**src/shared/rac_pkg.sv**
```systemverilog
/*
 * Constants and types for the receive alarm, code and status register group.
 * Assumes a byte-wide register port and a 125 MHz device clock.
 */
package rac_pkg;
   // ------------------------------------------------------------------
   // register offsets
   // ------------------------------------------------------------------
   localparam logic [7:0] RAC_OFS_SA_IRQ_MASK  = 8'ha6;
   localparam logic [7:0] RAC_OFS_SIG_EN_1     = 8'ha8;
   localparam logic [7:0] RAC_OFS_SIG_EN_2     = 8'ha9;
   localparam logic [7:0] RAC_OFS_SIG_EN_3     = 8'haa;
   localparam logic [7:0] RAC_OFS_SIG_EN_4     = 8'hab;
   localparam logic [7:0] RAC_OFS_LUP_1        = 8'hac;
   localparam logic [7:0] RAC_OFS_LUP_2        = 8'had;
   localparam logic [7:0] RAC_OFS_LDN_1        = 8'hae;
   localparam logic [7:0] RAC_OFS_LDN_2        = 8'haf;
   localparam logic [7:0] RAC_OFS_LIVE_ALARM   = 8'hb0;
   localparam logic [7:0] RAC_OFS_LIVE_CODE    = 8'hb2;
   localparam logic [7:0] RAC_OFS_LIVE_HDLC    = 8'hb4;
   localparam logic [7:0] RAC_OFS_BYTES_AVAIL  = 8'hb5;
   localparam logic [7:0] RAC_REG_RESET        = 8'h00;

   // ------------------------------------------------------------------
   // field positions
   // ------------------------------------------------------------------
   localparam int RAC_BIT_BOC_EN    = 0;
   localparam int RAC_BIT_SA_CHG_EN = 0;
   localparam int RAC_BIT_SA6_EN    = 1;
   localparam int RAC_BIT_RAI       = 3;
   localparam int RAC_BIT_AIS       = 2;
   localparam int RAC_BIT_LOS       = 1;
   localparam int RAC_BIT_LOF       = 0;
   localparam int RAC_BIT_RX_CLOCK_LOSS_LIVE      = 3;
   localparam int RAC_BIT_LSP       = 2;
   localparam int RAC_BIT_LDN       = 1;
   localparam int RAC_BIT_LUP       = 0;
   localparam int RAC_BIT_V52       = 1;
   localparam int RAC_BIT_DISTANT_MF_ALARM_LIVE      = 0;
   localparam int RAC_BIT_PS_LO     = 4;
   localparam int RAC_BIT_HWM       = 1;
   localparam int RAC_BIT_NE        = 0;
   localparam int RAC_BIT_MS        = 7;
   localparam int RAC_T1_CHANNELS   = 24;

   // ------------------------------------------------------------------
   // packet status codes
   // ------------------------------------------------------------------
   localparam logic [2:0] RAC_PS_IN_PROGRESS = 3'h0;
   localparam logic [2:0] RAC_PS_GOOD        = 3'h1;
   localparam logic [2:0] RAC_PS_CRC_ERR     = 3'h2;
   localparam logic [2:0] RAC_PS_ABORT       = 3'h3;
   localparam logic [2:0] RAC_PS_OVERRUN     = 3'h4;

   // ------------------------------------------------------------------
   // timing
   // ------------------------------------------------------------------
   localparam int RAC_CLK_PERIOD_NS   = 8;
   localparam int RAC_T1_CHAN_TIME_NS = 5181;
   localparam int RAC_E1_CHAN_TIME_NS = 3906;
   localparam int RAC_T1_CHAN_CYCLES  =
      (RAC_T1_CHAN_TIME_NS + RAC_CLK_PERIOD_NS - 1) / RAC_CLK_PERIOD_NS;
   localparam int RAC_E1_CHAN_CYCLES  =
      (RAC_E1_CHAN_TIME_NS + RAC_CLK_PERIOD_NS - 1) / RAC_CLK_PERIOD_NS;
   localparam int RAC_LOS_ZEROS       = 192;
   localparam int RAC_DMA_MULTIFRAMES = 2;
   localparam int RAC_NUM_CODES       = 3;
   localparam int RAC_CODE_LUP        = 0;
   localparam int RAC_CODE_LDN        = 1;
   localparam int RAC_CODE_SPARE      = 2;

   // ------------------------------------------------------------------
   // carriers
   // ------------------------------------------------------------------
   typedef struct packed {
      logic       rd;
      logic       wr;
      logic [7:0] addr;
      logic [7:0] wdata;
   } rac_bus_type;

   typedef struct packed {
      logic remote_alarm;
      logic all_ones;
      logic frame_loss;
      logic v52_link;
      logic bit_valid;
      logic bit_value;
      logic mf_valid;
      logic mf_ts16_bit6;
   } rac_line_type;

   typedef struct packed {
      logic [7:0]                    mask7;
      logic [3:0][7:0]               sig_en;
      logic [7:0]                    lup1;
      logic [7:0]                    lup2;
      logic [7:0]                    ldn1;
      logic [7:0]                    ldn2;
      logic [7:0]                    los_cnt;
      logic [9:0]                    rx_clock_loss_live_cnt;
      logic                          clk_prev;
      logic [RAC_NUM_CODES-1:0][15:0] code_cnt;
      logic [RAC_NUM_CODES-1:0][3:0]  code_phase;
      logic [1:0]                    dma_cnt;
      logic [2:0]                    pkt_state;
      logic [7:0]                    rdata;
      logic                          sig_flag;
      logic                          boc_irq;
      logic                          sa6_irq;
      logic                          sa_chg_irq;
   } rac_state_type;
endpackage

```
**src/verilog/rac_regs.sv**
```systemverilog
/*
 * Receive-side alarm, loop code and HDLC status register group of one port.
 * Assumes framer, HDLC controller and line sampler deliver synchronous
 * strobes and levels on clk; the host port is a byte-wide strobe port.
 */
// Overview of operation
// - T1 mask bit 0 gates code-detect interrupt
// - E1 mask bit 1 gates Sa6 codeword interrupt
// - E1 mask bit 0 gates unmasked Sa changes
// - enabled channel signaling change sets change flag, in T1 only for channels below 24
// - first pattern byte MSB first, tail ignored
// - second pattern byte ignored for short lengths
// - writing first pattern byte restarts integration
// - live status bits follow conditions, unlatched, except the packet state held from the last FIFO read
// - live bit 3 shows remote alarm
// - live bit 2 shows unframed all ones
// - live bit 1 after 192 zeros
// - live bit 0 shows loss of frame
// - clock loss after one silent channel time
// - T1 bit 2 shows spare code received
// - T1 bit 1 shows loop-down code received
// - E1 bit 1 shows V5.2 link
// - E1 distant alarm after two multiframes
// - packet state captured at each FIFO read
// - high water bit when count exceeds mark
// - not-empty bit while bytes are readable
// - message bit low marks end, high otherwise
// - low seven bits give bytes available
module rac_regs
   import rac_pkg::*;
#(
   parameter int CODE_INTEG_BITS = 48
) (
   input  wire logic              clk,
   input  wire logic              rst_n,
   input  wire logic              e1_mode,
   input  wire rac_bus_type       bus,
   output logic [7:0]             rdata,
   input  wire rac_line_type      line,
   input  wire logic              line_rx_clock_pin,
   input  wire logic [4:0]        code_len_sel,
   input  wire logic [7:0]        spare_pattern_1,
   input  wire logic [7:0]        spare_pattern_2,
   input  wire logic              sig_chg_valid,
   input  wire logic [4:0]        sig_chg_chan,
   output logic                   sig_change_flag,
   input  wire logic              boc_event,
   input  wire logic              sa6_event,
   input  wire logic [7:0]        sa_change_vec,
   input  wire logic [7:0]        sa_bit_mask_reg,
   output logic                   boc_irq_req,
   output logic                   sa6_irq_req,
   output logic                   sa_change_irq_req,
   input  wire logic [6:0]        fifo_count,
   input  wire logic [6:0]        hdlc_rx_fifo_ctrl,
   input  wire logic              fifo_rd,
   input  wire logic [2:0]        pkt_status_in,
   input  wire logic [6:0]        pkt_bytes,
   input  wire logic              msg_end_in_fifo
);

   // ------------------------------------------------------------------
   // helpers
   // ------------------------------------------------------------------
   // expected bit of a repeating pattern, first byte MSB first
   function automatic logic rac_code_bit(input logic [15:0] pat, input logic [3:0] ph);
      rac_code_bit = pat[4'd15 - ph];
   endfunction

   function automatic logic [3:0] rac_len_m1(input logic [4:0] sel);
      logic [4:0] l;
      l = (sel == 5'h00) ? 5'h01 : ((sel > 5'h10) ? 5'h10 : sel);
      rac_len_m1 = 4'(l - 5'h01);
   endfunction

   localparam logic [15:0] CODE_INTEG = 16'(CODE_INTEG_BITS);
   localparam logic [9:0]  T1_CHAN    = 10'(RAC_T1_CHAN_CYCLES);
   localparam logic [9:0]  E1_CHAN    = 10'(RAC_E1_CHAN_CYCLES);
   localparam logic [7:0]  LOS_ZEROS  = 8'(RAC_LOS_ZEROS);
   localparam logic [1:0]  DMA_MF     = 2'(RAC_DMA_MULTIFRAMES);

   rac_state_type s_q;
   rac_state_type s_d;

   logic [7:0]                    live_alarm;
   logic [7:0]                    live_code;
   logic [7:0]                    live_hdlc;
   logic [7:0]                    bytes_avail;
   logic [RAC_NUM_CODES-1:0]      code_live;
   logic [RAC_NUM_CODES-1:0][15:0] code_pat;
   logic [3:0]                    len_m1;
   logic                          rx_clock_loss_live_live;
   logic                          wr_lup1;
   logic                          wr_ldn1;

   // ------------------------------------------------------------------
   // live status
   // ------------------------------------------------------------------
   always_comb begin
      len_m1   = rac_len_m1(code_len_sel);
      // second byte only counts past eight bits
      code_pat[RAC_CODE_LUP]   = {s_q.lup1, (len_m1 > 4'h7) ? s_q.lup2 : 8'h00};
      code_pat[RAC_CODE_LDN]   = {s_q.ldn1, (len_m1 > 4'h7) ? s_q.ldn2 : 8'h00};
      code_pat[RAC_CODE_SPARE] = {spare_pattern_1, (len_m1 > 4'h7) ? spare_pattern_2 : 8'h00};
      for (int i = 0; i < RAC_NUM_CODES; i++) begin
         code_live[i] = (s_q.code_cnt[i] >= CODE_INTEG);
      end
      rx_clock_loss_live_live = (s_q.rx_clock_loss_live_cnt >= (e1_mode ? E1_CHAN : T1_CHAN));
      live_alarm = 8'h00;
      live_alarm[RAC_BIT_RAI] = line.remote_alarm;
      live_alarm[RAC_BIT_AIS] = line.all_ones;
      live_alarm[RAC_BIT_LOS] = (s_q.los_cnt >= LOS_ZEROS);
      live_alarm[RAC_BIT_LOF] = line.frame_loss;
      live_code = 8'h00;
      live_code[RAC_BIT_RX_CLOCK_LOSS_LIVE] = rx_clock_loss_live_live;
      if (e1_mode) begin
         live_code[RAC_BIT_V52]  = line.v52_link;
         live_code[RAC_BIT_DISTANT_MF_ALARM_LIVE] = (s_q.dma_cnt >= DMA_MF);
      end else begin
         live_code[RAC_BIT_LSP] = code_live[RAC_CODE_SPARE];
         live_code[RAC_BIT_LDN] = code_live[RAC_CODE_LDN];
         live_code[RAC_BIT_LUP] = code_live[RAC_CODE_LUP];
      end
      live_hdlc = 8'h00;
      live_hdlc[RAC_BIT_PS_LO +: 3] = s_q.pkt_state;
      live_hdlc[RAC_BIT_HWM] = (fifo_count > hdlc_rx_fifo_ctrl);
      live_hdlc[RAC_BIT_NE]  = (fifo_count != 7'h00);
      bytes_avail = {1'b0, pkt_bytes};
      // message bit returns high once the fifo drains
      bytes_avail[RAC_BIT_MS] = (fifo_count == 7'h00) | ~msg_end_in_fifo;
   end

   // ------------------------------------------------------------------
   // next state
   // ------------------------------------------------------------------
   always_comb begin
      s_d     = s_q;
      wr_lup1 = bus.wr && (bus.addr == RAC_OFS_LUP_1);
      wr_ldn1 = bus.wr && (bus.addr == RAC_OFS_LDN_1);
      if (bus.wr) begin
         case (bus.addr)
            RAC_OFS_SA_IRQ_MASK: s_d.mask7     = bus.wdata;
            RAC_OFS_SIG_EN_1:    s_d.sig_en[0] = bus.wdata;
            RAC_OFS_SIG_EN_2:    s_d.sig_en[1] = bus.wdata;
            RAC_OFS_SIG_EN_3:    s_d.sig_en[2] = bus.wdata;
            RAC_OFS_SIG_EN_4:    s_d.sig_en[3] = bus.wdata;
            RAC_OFS_LUP_1:       s_d.lup1      = bus.wdata;
            RAC_OFS_LUP_2:       s_d.lup2      = bus.wdata;
            RAC_OFS_LDN_1:       s_d.ldn1      = bus.wdata;
            RAC_OFS_LDN_2:       s_d.ldn2      = bus.wdata;
            default:             s_d.mask7     = s_q.mask7;
         endcase
      end
      if (bus.rd) begin
         case (bus.addr)
            RAC_OFS_SA_IRQ_MASK: s_d.rdata = s_q.mask7;
            RAC_OFS_SIG_EN_1:    s_d.rdata = s_q.sig_en[0];
            RAC_OFS_SIG_EN_2:    s_d.rdata = s_q.sig_en[1];
            RAC_OFS_SIG_EN_3:    s_d.rdata = s_q.sig_en[2];
            RAC_OFS_SIG_EN_4:    s_d.rdata = s_q.sig_en[3];
            RAC_OFS_LUP_1:       s_d.rdata = s_q.lup1;
            RAC_OFS_LUP_2:       s_d.rdata = s_q.lup2;
            RAC_OFS_LDN_1:       s_d.rdata = s_q.ldn1;
            RAC_OFS_LDN_2:       s_d.rdata = s_q.ldn2;
            RAC_OFS_LIVE_ALARM:  s_d.rdata = live_alarm;
            RAC_OFS_LIVE_CODE:   s_d.rdata = live_code;
            RAC_OFS_LIVE_HDLC:   s_d.rdata = live_hdlc;
            RAC_OFS_BYTES_AVAIL: s_d.rdata = bytes_avail;
            default:             s_d.rdata = RAC_REG_RESET;
         endcase
      end
      // zero run for loss of signal, saturating
      if (line.bit_valid) begin
         if (line.bit_value) begin
            s_d.los_cnt = 8'h00;
         end else if (s_q.los_cnt < LOS_ZEROS) begin
            s_d.los_cnt = s_q.los_cnt + 8'h01;
         end
      end
      // silence on the receive clock pin
      s_d.clk_prev = line_rx_clock_pin;
      if (line_rx_clock_pin != s_q.clk_prev) begin
         s_d.rx_clock_loss_live_cnt = 10'h000;
      end else if (s_q.rx_clock_loss_live_cnt != 10'h3ff) begin
         s_d.rx_clock_loss_live_cnt = s_q.rx_clock_loss_live_cnt + 10'h001;
      end
      // repeating code detectors, phase follows the pattern
      for (int i = 0; i < RAC_NUM_CODES; i++) begin
         if (line.bit_valid) begin
            if (line.bit_value == rac_code_bit(code_pat[i], s_q.code_phase[i])) begin
               s_d.code_phase[i] = (s_q.code_phase[i] >= len_m1) ? 4'h0 :
                                   s_q.code_phase[i] + 4'h1;
               if (s_q.code_cnt[i] != 16'hffff) begin
                  s_d.code_cnt[i] = s_q.code_cnt[i] + 16'h0001;
               end
            end else begin
               s_d.code_phase[i] = 4'h0;
               s_d.code_cnt[i]   = 16'h0000;
            end
         end
      end
      if (wr_lup1) begin
         s_d.code_cnt[RAC_CODE_LUP]   = 16'h0000;
         s_d.code_phase[RAC_CODE_LUP] = 4'h0;
      end
      if (wr_ldn1) begin
         s_d.code_cnt[RAC_CODE_LDN]   = 16'h0000;
         s_d.code_phase[RAC_CODE_LDN] = 4'h0;
      end
      // distant multiframe alarm, counted per multiframe
      if (line.mf_valid) begin
         if (!line.mf_ts16_bit6) begin
            s_d.dma_cnt = 2'h0;
         end else if (s_q.dma_cnt < DMA_MF) begin
            s_d.dma_cnt = s_q.dma_cnt + 2'h1;
         end
      end
      if (fifo_rd) begin
         s_d.pkt_state = pkt_status_in;
      end
      s_d.sig_flag = sig_chg_valid && s_q.sig_en[sig_chg_chan[4:3]][sig_chg_chan[2:0]]
                     && (e1_mode || (sig_chg_chan < 5'(RAC_T1_CHANNELS)));
      s_d.boc_irq    = !e1_mode && boc_event && s_q.mask7[RAC_BIT_BOC_EN];
      s_d.sa6_irq    = e1_mode && sa6_event && s_q.mask7[RAC_BIT_SA6_EN];
      s_d.sa_chg_irq = e1_mode && s_q.mask7[RAC_BIT_SA_CHG_EN]
                       && |(sa_change_vec & ~sa_bit_mask_reg);
   end

   // ------------------------------------------------------------------
   // state register
   // ------------------------------------------------------------------
   always_ff @(posedge clk) begin
      if (!rst_n) begin
         s_q <= '0;
      end else begin
         s_q <= s_d;
      end
   end

   assign rdata             = s_q.rdata;
   assign sig_change_flag   = s_q.sig_flag;
   assign boc_irq_req       = s_q.boc_irq;
   assign sa6_irq_req       = s_q.sa6_irq;
   assign sa_change_irq_req = s_q.sa_chg_irq;
endmodule

```
**config.mk**
```make
export PLATFORM = sky130hd
export DESIGN_NAME = rac_regs
export DESIGN_NICKNAME = d
export VERILOG_FILES = /design/src/shared/rac_pkg.sv /design/src/verilog/rac_regs.sv
export SDC_FILE = /design/constraint.sdc
export NUM_CORES = 1
export LEC_CHECK = 0
export BUFFER_PORTS_ARGS = -buffer_cell sky130_fd_sc_hd__buf_4
export CAP_MARGIN = 25
export CORE_UTILIZATION = 35
export DETAILED_ROUTE_END_ITERATION = 10
export GPL_TIMING_DRIVEN = 0
export SKIP_LAST_GASP = 1
export SYNTH_ARGS = -nofsm -noshare
export SYNTH_HDL_FRONTEND = slang
export SYNTH_SLANG_ARGS = --single-unit
```
**constraint.sdc**
```tcl
create_clock -name clk -period 2.9 [get_ports clk]
set_clock_uncertainty 0.2 [all_clocks]
set_input_delay 0.58 -clock clk [delete_from_list [all_inputs] [get_ports clk]]
set_output_delay 0.58 -clock clk [all_outputs]
set_load 0.01 [all_outputs]
```
## After elaboration in Yosys (flattened, before gate mapping)

Cells that the tools add are included.

| storage, ports and cells | value |
|---|---|
| memories kept | 0 |
| latch bits | 0 |
| register bits | 168 |
| output and inout bits | 12 |
| bits of input ports | 101 |
| RAM bits | 0 |
| bits in read-only memories | 0 |
| word-level logic and storage cells | 157 |

| operators by class | value |
|---|---|
| shifts and indexed selects | 0 |
| add/sub/neg operators | 13 |
| divide/modulo/power cells | 0 |
| equal/unequal tests | 25 |
| reduce and logical (&&, ||, !) cells | 34 |
| mux-type cells | 35 |
| order comparisons | 20 |
| multiply operators | 0 |
| bitwise logic cells | 5 |

Operators by type and width:

| kind | number |
|---|---|
| == test 8 bit (second input constant) | 13 |
| one-hot mux 8 bit (13 select lines) | 1 |
| two-way mux 16 bit | 6 |
| adder 16 x 1 -> 16 bit (second input constant) | 3 |
| greater-or-equal comparator 16 x 6 -> 1 bit (second input constant) | 3 |
| two-way mux 8 bit | 6 |
| != test 16 bit (second input constant) | 3 |
| two-way mux 4 bit | 8 |
| AND reduction 2 bit | 14 |
| binary-select mux 8 bit (select 2 bit) | 1 |
| < comparator 4 x 5 -> 1 bit (second input constant) | 3 |
| adder 4 x 1 -> 4 bit (second input constant) | 3 |
| binary-select mux 1 bit (select 4 bit) | 3 |
| greater-or-equal comparator 4 bit | 3 |
| subtractor 4 bit (first input constant) | 3 |
| adder 10 x 1 -> 10 bit (second input constant) | 1 |
| greater-or-equal comparator 10 bit | 1 |
| logical AND 1 bit | 10 |
| two-way mux 10 bit | 1 |
| != test 10 bit (second input constant) | 1 |
| adder 8 x 1 -> 8 bit (second input constant) | 1 |
| AND 8 bit | 1 |
| greater-or-equal comparator 8 bit (second input constant) | 1 |
| < comparator 8 bit (second input constant) | 1 |
| other kinds (27) | 41 |

## Depth between registers and ports, before layout

| depth | value |
|---|---|
| depth in word-level cells | 11 |
| gate-level depth with buffers | 10 |
| mapped depth without buffers | 10 |

## Worst setup path after synthesis

OpenSTA, ideal clock, no wires.

| timing path | value |
|---|---|
| kind | input -> register |
| start | input port code_len_sel[1] |
| end | register s_q[28] (netlist bit) |
| buffers on the path | 0 |
| stages | 10 |
| path slack | -0.175 ns |
| setup time | 0.060 ns |
| required time | 2.640 ns |
| arrival | 2.815 ns |
| path through | nor3_1 o21bai_1 ha_1 ha_1 a21o_1 a211o_1 a2111oi_0 nor2_1 nor4_1 a311o_1 |

| between the ends | value |
|---|---|
| longest elaborated chain between the ends | 10 |
| elaborated cells on any way between the ends | 13 |
| classes of those cells | 1 x add/sub; 3 x order compare; 1 x eq/ne; 7 x mux; 1 x reduce/logical |

Ends and longest elaborated chain:

| what | RTL line | RTL |
|---|---|---|
| from (decl) | rac_regs.sv:41 | `input wire logic [4:0] code_len_sel,` |
| greater-than comparator 5 bit | rac_regs.sv:72 | `l = (sel == 5'h00) ? 5'h01 : ((sel > 5'h10) ? 5'h10 : sel);` |
| two-way mux 4 bit | rac_regs.sv:72 |  |
| two-way mux 4 bit (*) | rac_regs.sv:72 |  |
| subtractor 4 x 1 -> 4 bit (*) | rac_regs.sv:73 | `rac_len_m1 = 4'(l - 5'h01);` |
| greater-than comparator 4 x 3 -> 1 bit | rac_regs.sv:104 | `code_pat[RAC_CODE_SPARE] = {spare_pattern_1, (len_m1 > 4'h7) ? spare_pattern_2 : 8'h00};` |
| two-way mux 8 bit | rac_regs.sv:104 |  |
| binary-select mux 1 bit (select 4 bit) | rac_regs.sv:67 | `rac_code_bit = pat[4'd15 - ph];` |
| two-way mux 1 bit (not written as such) | rac_regs.sv:67 |  |
| == test 1 bit | rac_regs.sv:190 | `if (line.bit_value == rac_code_bit(code_pat[i], s_q.code_phase[i])) begin` |
| two-way mux 4 bit (*) | rac_regs.sv:190 |  |
| to (signal assigned) | rac_regs.sv:234 | `s_q <= '0;` |
| to (signal assigned) | rac_regs.sv:236 | `s_q <= s_d;` |
| to (decl) | rac_regs.sv:82 | `rac_state_type s_q;` |

Every way passes the cells marked *; elsewhere a longest branch is shown, timed or not. The select of a mux whose other input is x is not followed.
A chain may end at the register's enable or synchronous reset.

## Final worst setup path

| timing path | value |
|---|---|
| start | register s_q[23] (netlist bit) |
| end | register s_q[23] (netlist bit) |

| between the ends | value |
|---|---|
| longest elaborated chain between the ends | 5 |
| elaborated cells on any way between the ends | 8 |
| classes of those cells | 2 x add/sub; 1 x order compare; 1 x eq/ne; 4 x mux |

Ends and longest elaborated chain:

| what | RTL line |
|---|---|
| subtractor 4 bit | rac_regs.sv:67 |
| binary-select mux 1 bit (select 4 bit) | rac_regs.sv:67 |
| two-way mux 1 bit (not written as such) | rac_regs.sv:67 |
| == test 1 bit | rac_regs.sv:190 |
| two-way mux 4 bit (*) | rac_regs.sv:190 |

Marked as above.

==> results.txt <==
The run finished with clean final reports. In this run the worst path has a maximum fanout of 9. The clock insertion delay at the later pin of the skew report came out at 0.44 ns. The worst hold slack is 0.169 ns.

The number of library cell types mapped by synthesis came out at 77. In this run, synthesis produced a sequential element count of 168. The actual transition at the worst max-transition pin is 1.00 ns. The tree is rooted in a clkbuf_16. The startpoint type of the worst setup path is a flip-flop. The sum of overflow across all layers after global routing came out at 0. The analysis attributes to net switching a power of 1.53 mW.

The growth of design area from synthesis to finish came out at 20.8%. Across all register-to-register paths, the minimum setup slack is 0.04 ns. The number of nets at the end of the flow came out at 1381. The number of cells in the finished layout apart from fillers came out at 1597. The number of placed instances with taps included is 1560.

The library cell used most frequently in the layout, excluding fill and tap cells, is dfxtp_1. Setup repair after global routing could not meet its margin everywhere. The maximum ir drop on the vdd rail is 396 µV.

The number of DRC markers after the initial detailed-route iteration is 653. The number of global-route vias before repair came to 8430. Using the TritonRoute via totals, the vias-per-cell ratio works out to 5.52. The overall via count from detail_route came out at 8820. The detailed-placement wirelength estimate is 22100 µm.

The port buffer count came out at 100. Based on the critical path, the design can be clocked at up to 0.350 GHz. The core region area came out at 0.0269 mm². The count of standard-cell rows is 60. At the placement stage, the worst setup path has a slack of -0.687 ns. Routability-driven placement finished with a final weighted congestion of 0.914. The fraction of layout cells with a size suffix above 1 came out at 18.1%.

The chip height is 167 µm. The yosys synthesis warning count came out at 0. The detail route stage leaves a number of antenna-violating nets equal to 0.

Among all flip-flop cells after synthesis, the most frequent one is dfxtp_1. The largest net degree at the start of global routing came out at 20. Leaving out fill and tap cells, the most frequent cells in the layout are dfxtp_1, nor2_1, buf_4, mux2i_1, nand2_1. The classification of the worst setup path is flip-flop to flip-flop. The switching power as a share of total power is 28.9%. The kind of path behind the tightest hold check is input port to flip-flop.

The share of total power in the clock network came out at 43.7%. The number of diodes added for antenna fixing came out at 0. The clock tree buffer depth is 2. The worst setup path is captured at a flip-flop. TritonCTS built the clock tree.

For this run, design rule violations remaining after detail routing come to 0. The maximum level of the CTS H-tree came out at 4. Dividing the final minimum period by the clock period gives 98.5%. The static leakage is 4.53 nW. Synthesis handed over a netlist of 1118 instances. The part of the power in combinational logic came out at 11.7%. Synthesis produced a netlist with a net count of 1256. The final setup slack of the worst path came out at 0.0436 ns. The data arrival at the endpoint of the critical path is 3.01 ns. The worst path required time is 3.05 ns. The initial antenna violation count is 0. The clock transition at the registers of the reported paths is 0.07 ns.

Dividing total power by cell area gives a power density of 458 mW/mm². The total global routing track utilization is 21.0%. The worst hold path was traced through 2 stages.

Max-cap violations in this run came to 0. The worst-case reg-to-reg path depth came out at 8. The detailed-route wire length is 29400 µm. The post-synthesis instance area came out at 0.00958 mm².

The fraction of registers with async set/reset came out at 0%. The mean area per synthesized cell is 8.56 µm². Per report_power, the sequential group accounts for 44.6% of the total.

The wire length of the first global-routing pass is 46200 µm. The number of optimization iterations in the first detailed-route pass is 6. The I/O pin count came out at 113. The die covers 0.0280 mm². The initial core utilization is 35.6%. The die is 167 µm wide.

After detailed routing, the average wire length per cell comes to 18.4 µm. The share of the Yosys chip area taken by registers is 35.1%. The worst slew slack as a fraction of its limit came out at 32.8%.

The internal power came out at 3.77 mW. Counting flops with a built-in enable in the synthesized netlist gives 0. The post-route minimum period came out at 2.86 ns. The count of pins over their slew limit came out at 0.

The clock drives 168 sinks. The clock buffer count from CTS came out at 17. The count of endpoints failing setup in the final report came out at 0. The hold violation total from the final report came out at 0.
[power groups by stage]
stage                     combinational, mW  sequential (mW)  clock, mW
final                                 0.618             2.36       2.32
after global placement                0.582             2.41          0
after global routing                  0.676             2.37       2.46
after CTS                             0.596             2.36       2.35
after floorplan                       0.341             2.40          0
after detailed placement              0.587             2.41          0
[cell families after synthesis]
group / share of synthesized area, %
buffers and inverters: 4.61
xor gates and xnor gates: 3.38
muxes: 13.1
and+or+nand+nor: 22.8
AOI/OAI and AO/OA: 16.2
DFF: 35.1
adders and majority gates: 4.83
[critical path, cell delays in order (launching register included)]
cell and delay, ns:
dfxtp_1 0.37, buf_6 0.15, mux4_2 0.48, or2_1 0.26, and2_4 0.15, or3_4 0.37
a221oi_2 0.48, nand4b_1 0.15, a31oi_1 0.17
[per-layer routing]
layer  share of wire, %  vias to the layer above  track usage, %
met5                  0                        -               0
met4                2.2                        0            6.34
met3                6.1                       34            5.11
met2                 46                      258            34.4
met1                 45                     4201            27.3
li1                   -                     4327               -
[area by class of cell]
cell class              instances  area [µm²]
flip-flops and latches        168        3370
fillers                      2740       15300
inverters                      35         133
plain buffers                  64         332
clock inverters                15         173
repair buffers                106         793
clock buffers                  17         425
multi-input cells             851        5910
well taps                     341         427
[worst paths after layout]
check | to | start
max reg2reg | s_q[23] | s_q[23]
min reg2reg | sa6_irq_req | s_q[161]
min | s_q[77] | line_rx_clock_pin
max | s_q[23] | s_q[23]
[sequential cells by signal, indices dropped and copies added (netlist names)]
register and cells:
rdata 8, code_pat 16, s_q 137, sig_change_flag 1, sa6_irq_req 1, sa_change_irq_req 1, live_hdlc 3, boc_irq_req 1
[metrics by stage]
stage	utilization, %	power (mW)	setup TNS [ns]	cell area [µm²]
finish	43.0	5.30	0	11600
global route	43.0	5.50	-1.52	11600
CTS	42.5	5.30	-0.0230	11400
detailed placement	40.1	3.00	-38.09	10800
global placement	40.1	2.99	-99.19	10800
floorplan	-	2.75	-0.0393	9600
[cells in the mapped netlist, types with 19 or more instances]
cell	instances	area share [%]
a21oi_1	70	3.7
clkbuf_1	36	1.4
a22oi_1	21	1.6
mux2i_1	88	9.2
nor2_1	148	5.8
dfxtp_1	168	35
xnor2_1	24	2.2
nand4_1	21	1.4
nand2_1	81	3.2
ha_1	37	4.8
o21ai_0	41	2.1
nand3_1	46	2.4
or3_1	19	1.2
inv_1	33	1.3
nor2b_1	22	1.4
[timing repair]
action                                  in CTS  in global routing
setup buffers                                0                  5
hold buffers                                 0                  0
pin swaps                                    0                  3
endpoints found under the setup margin      42                 72
gates resized for setup                     11                 27
Power figures use the tool's default switching activity.
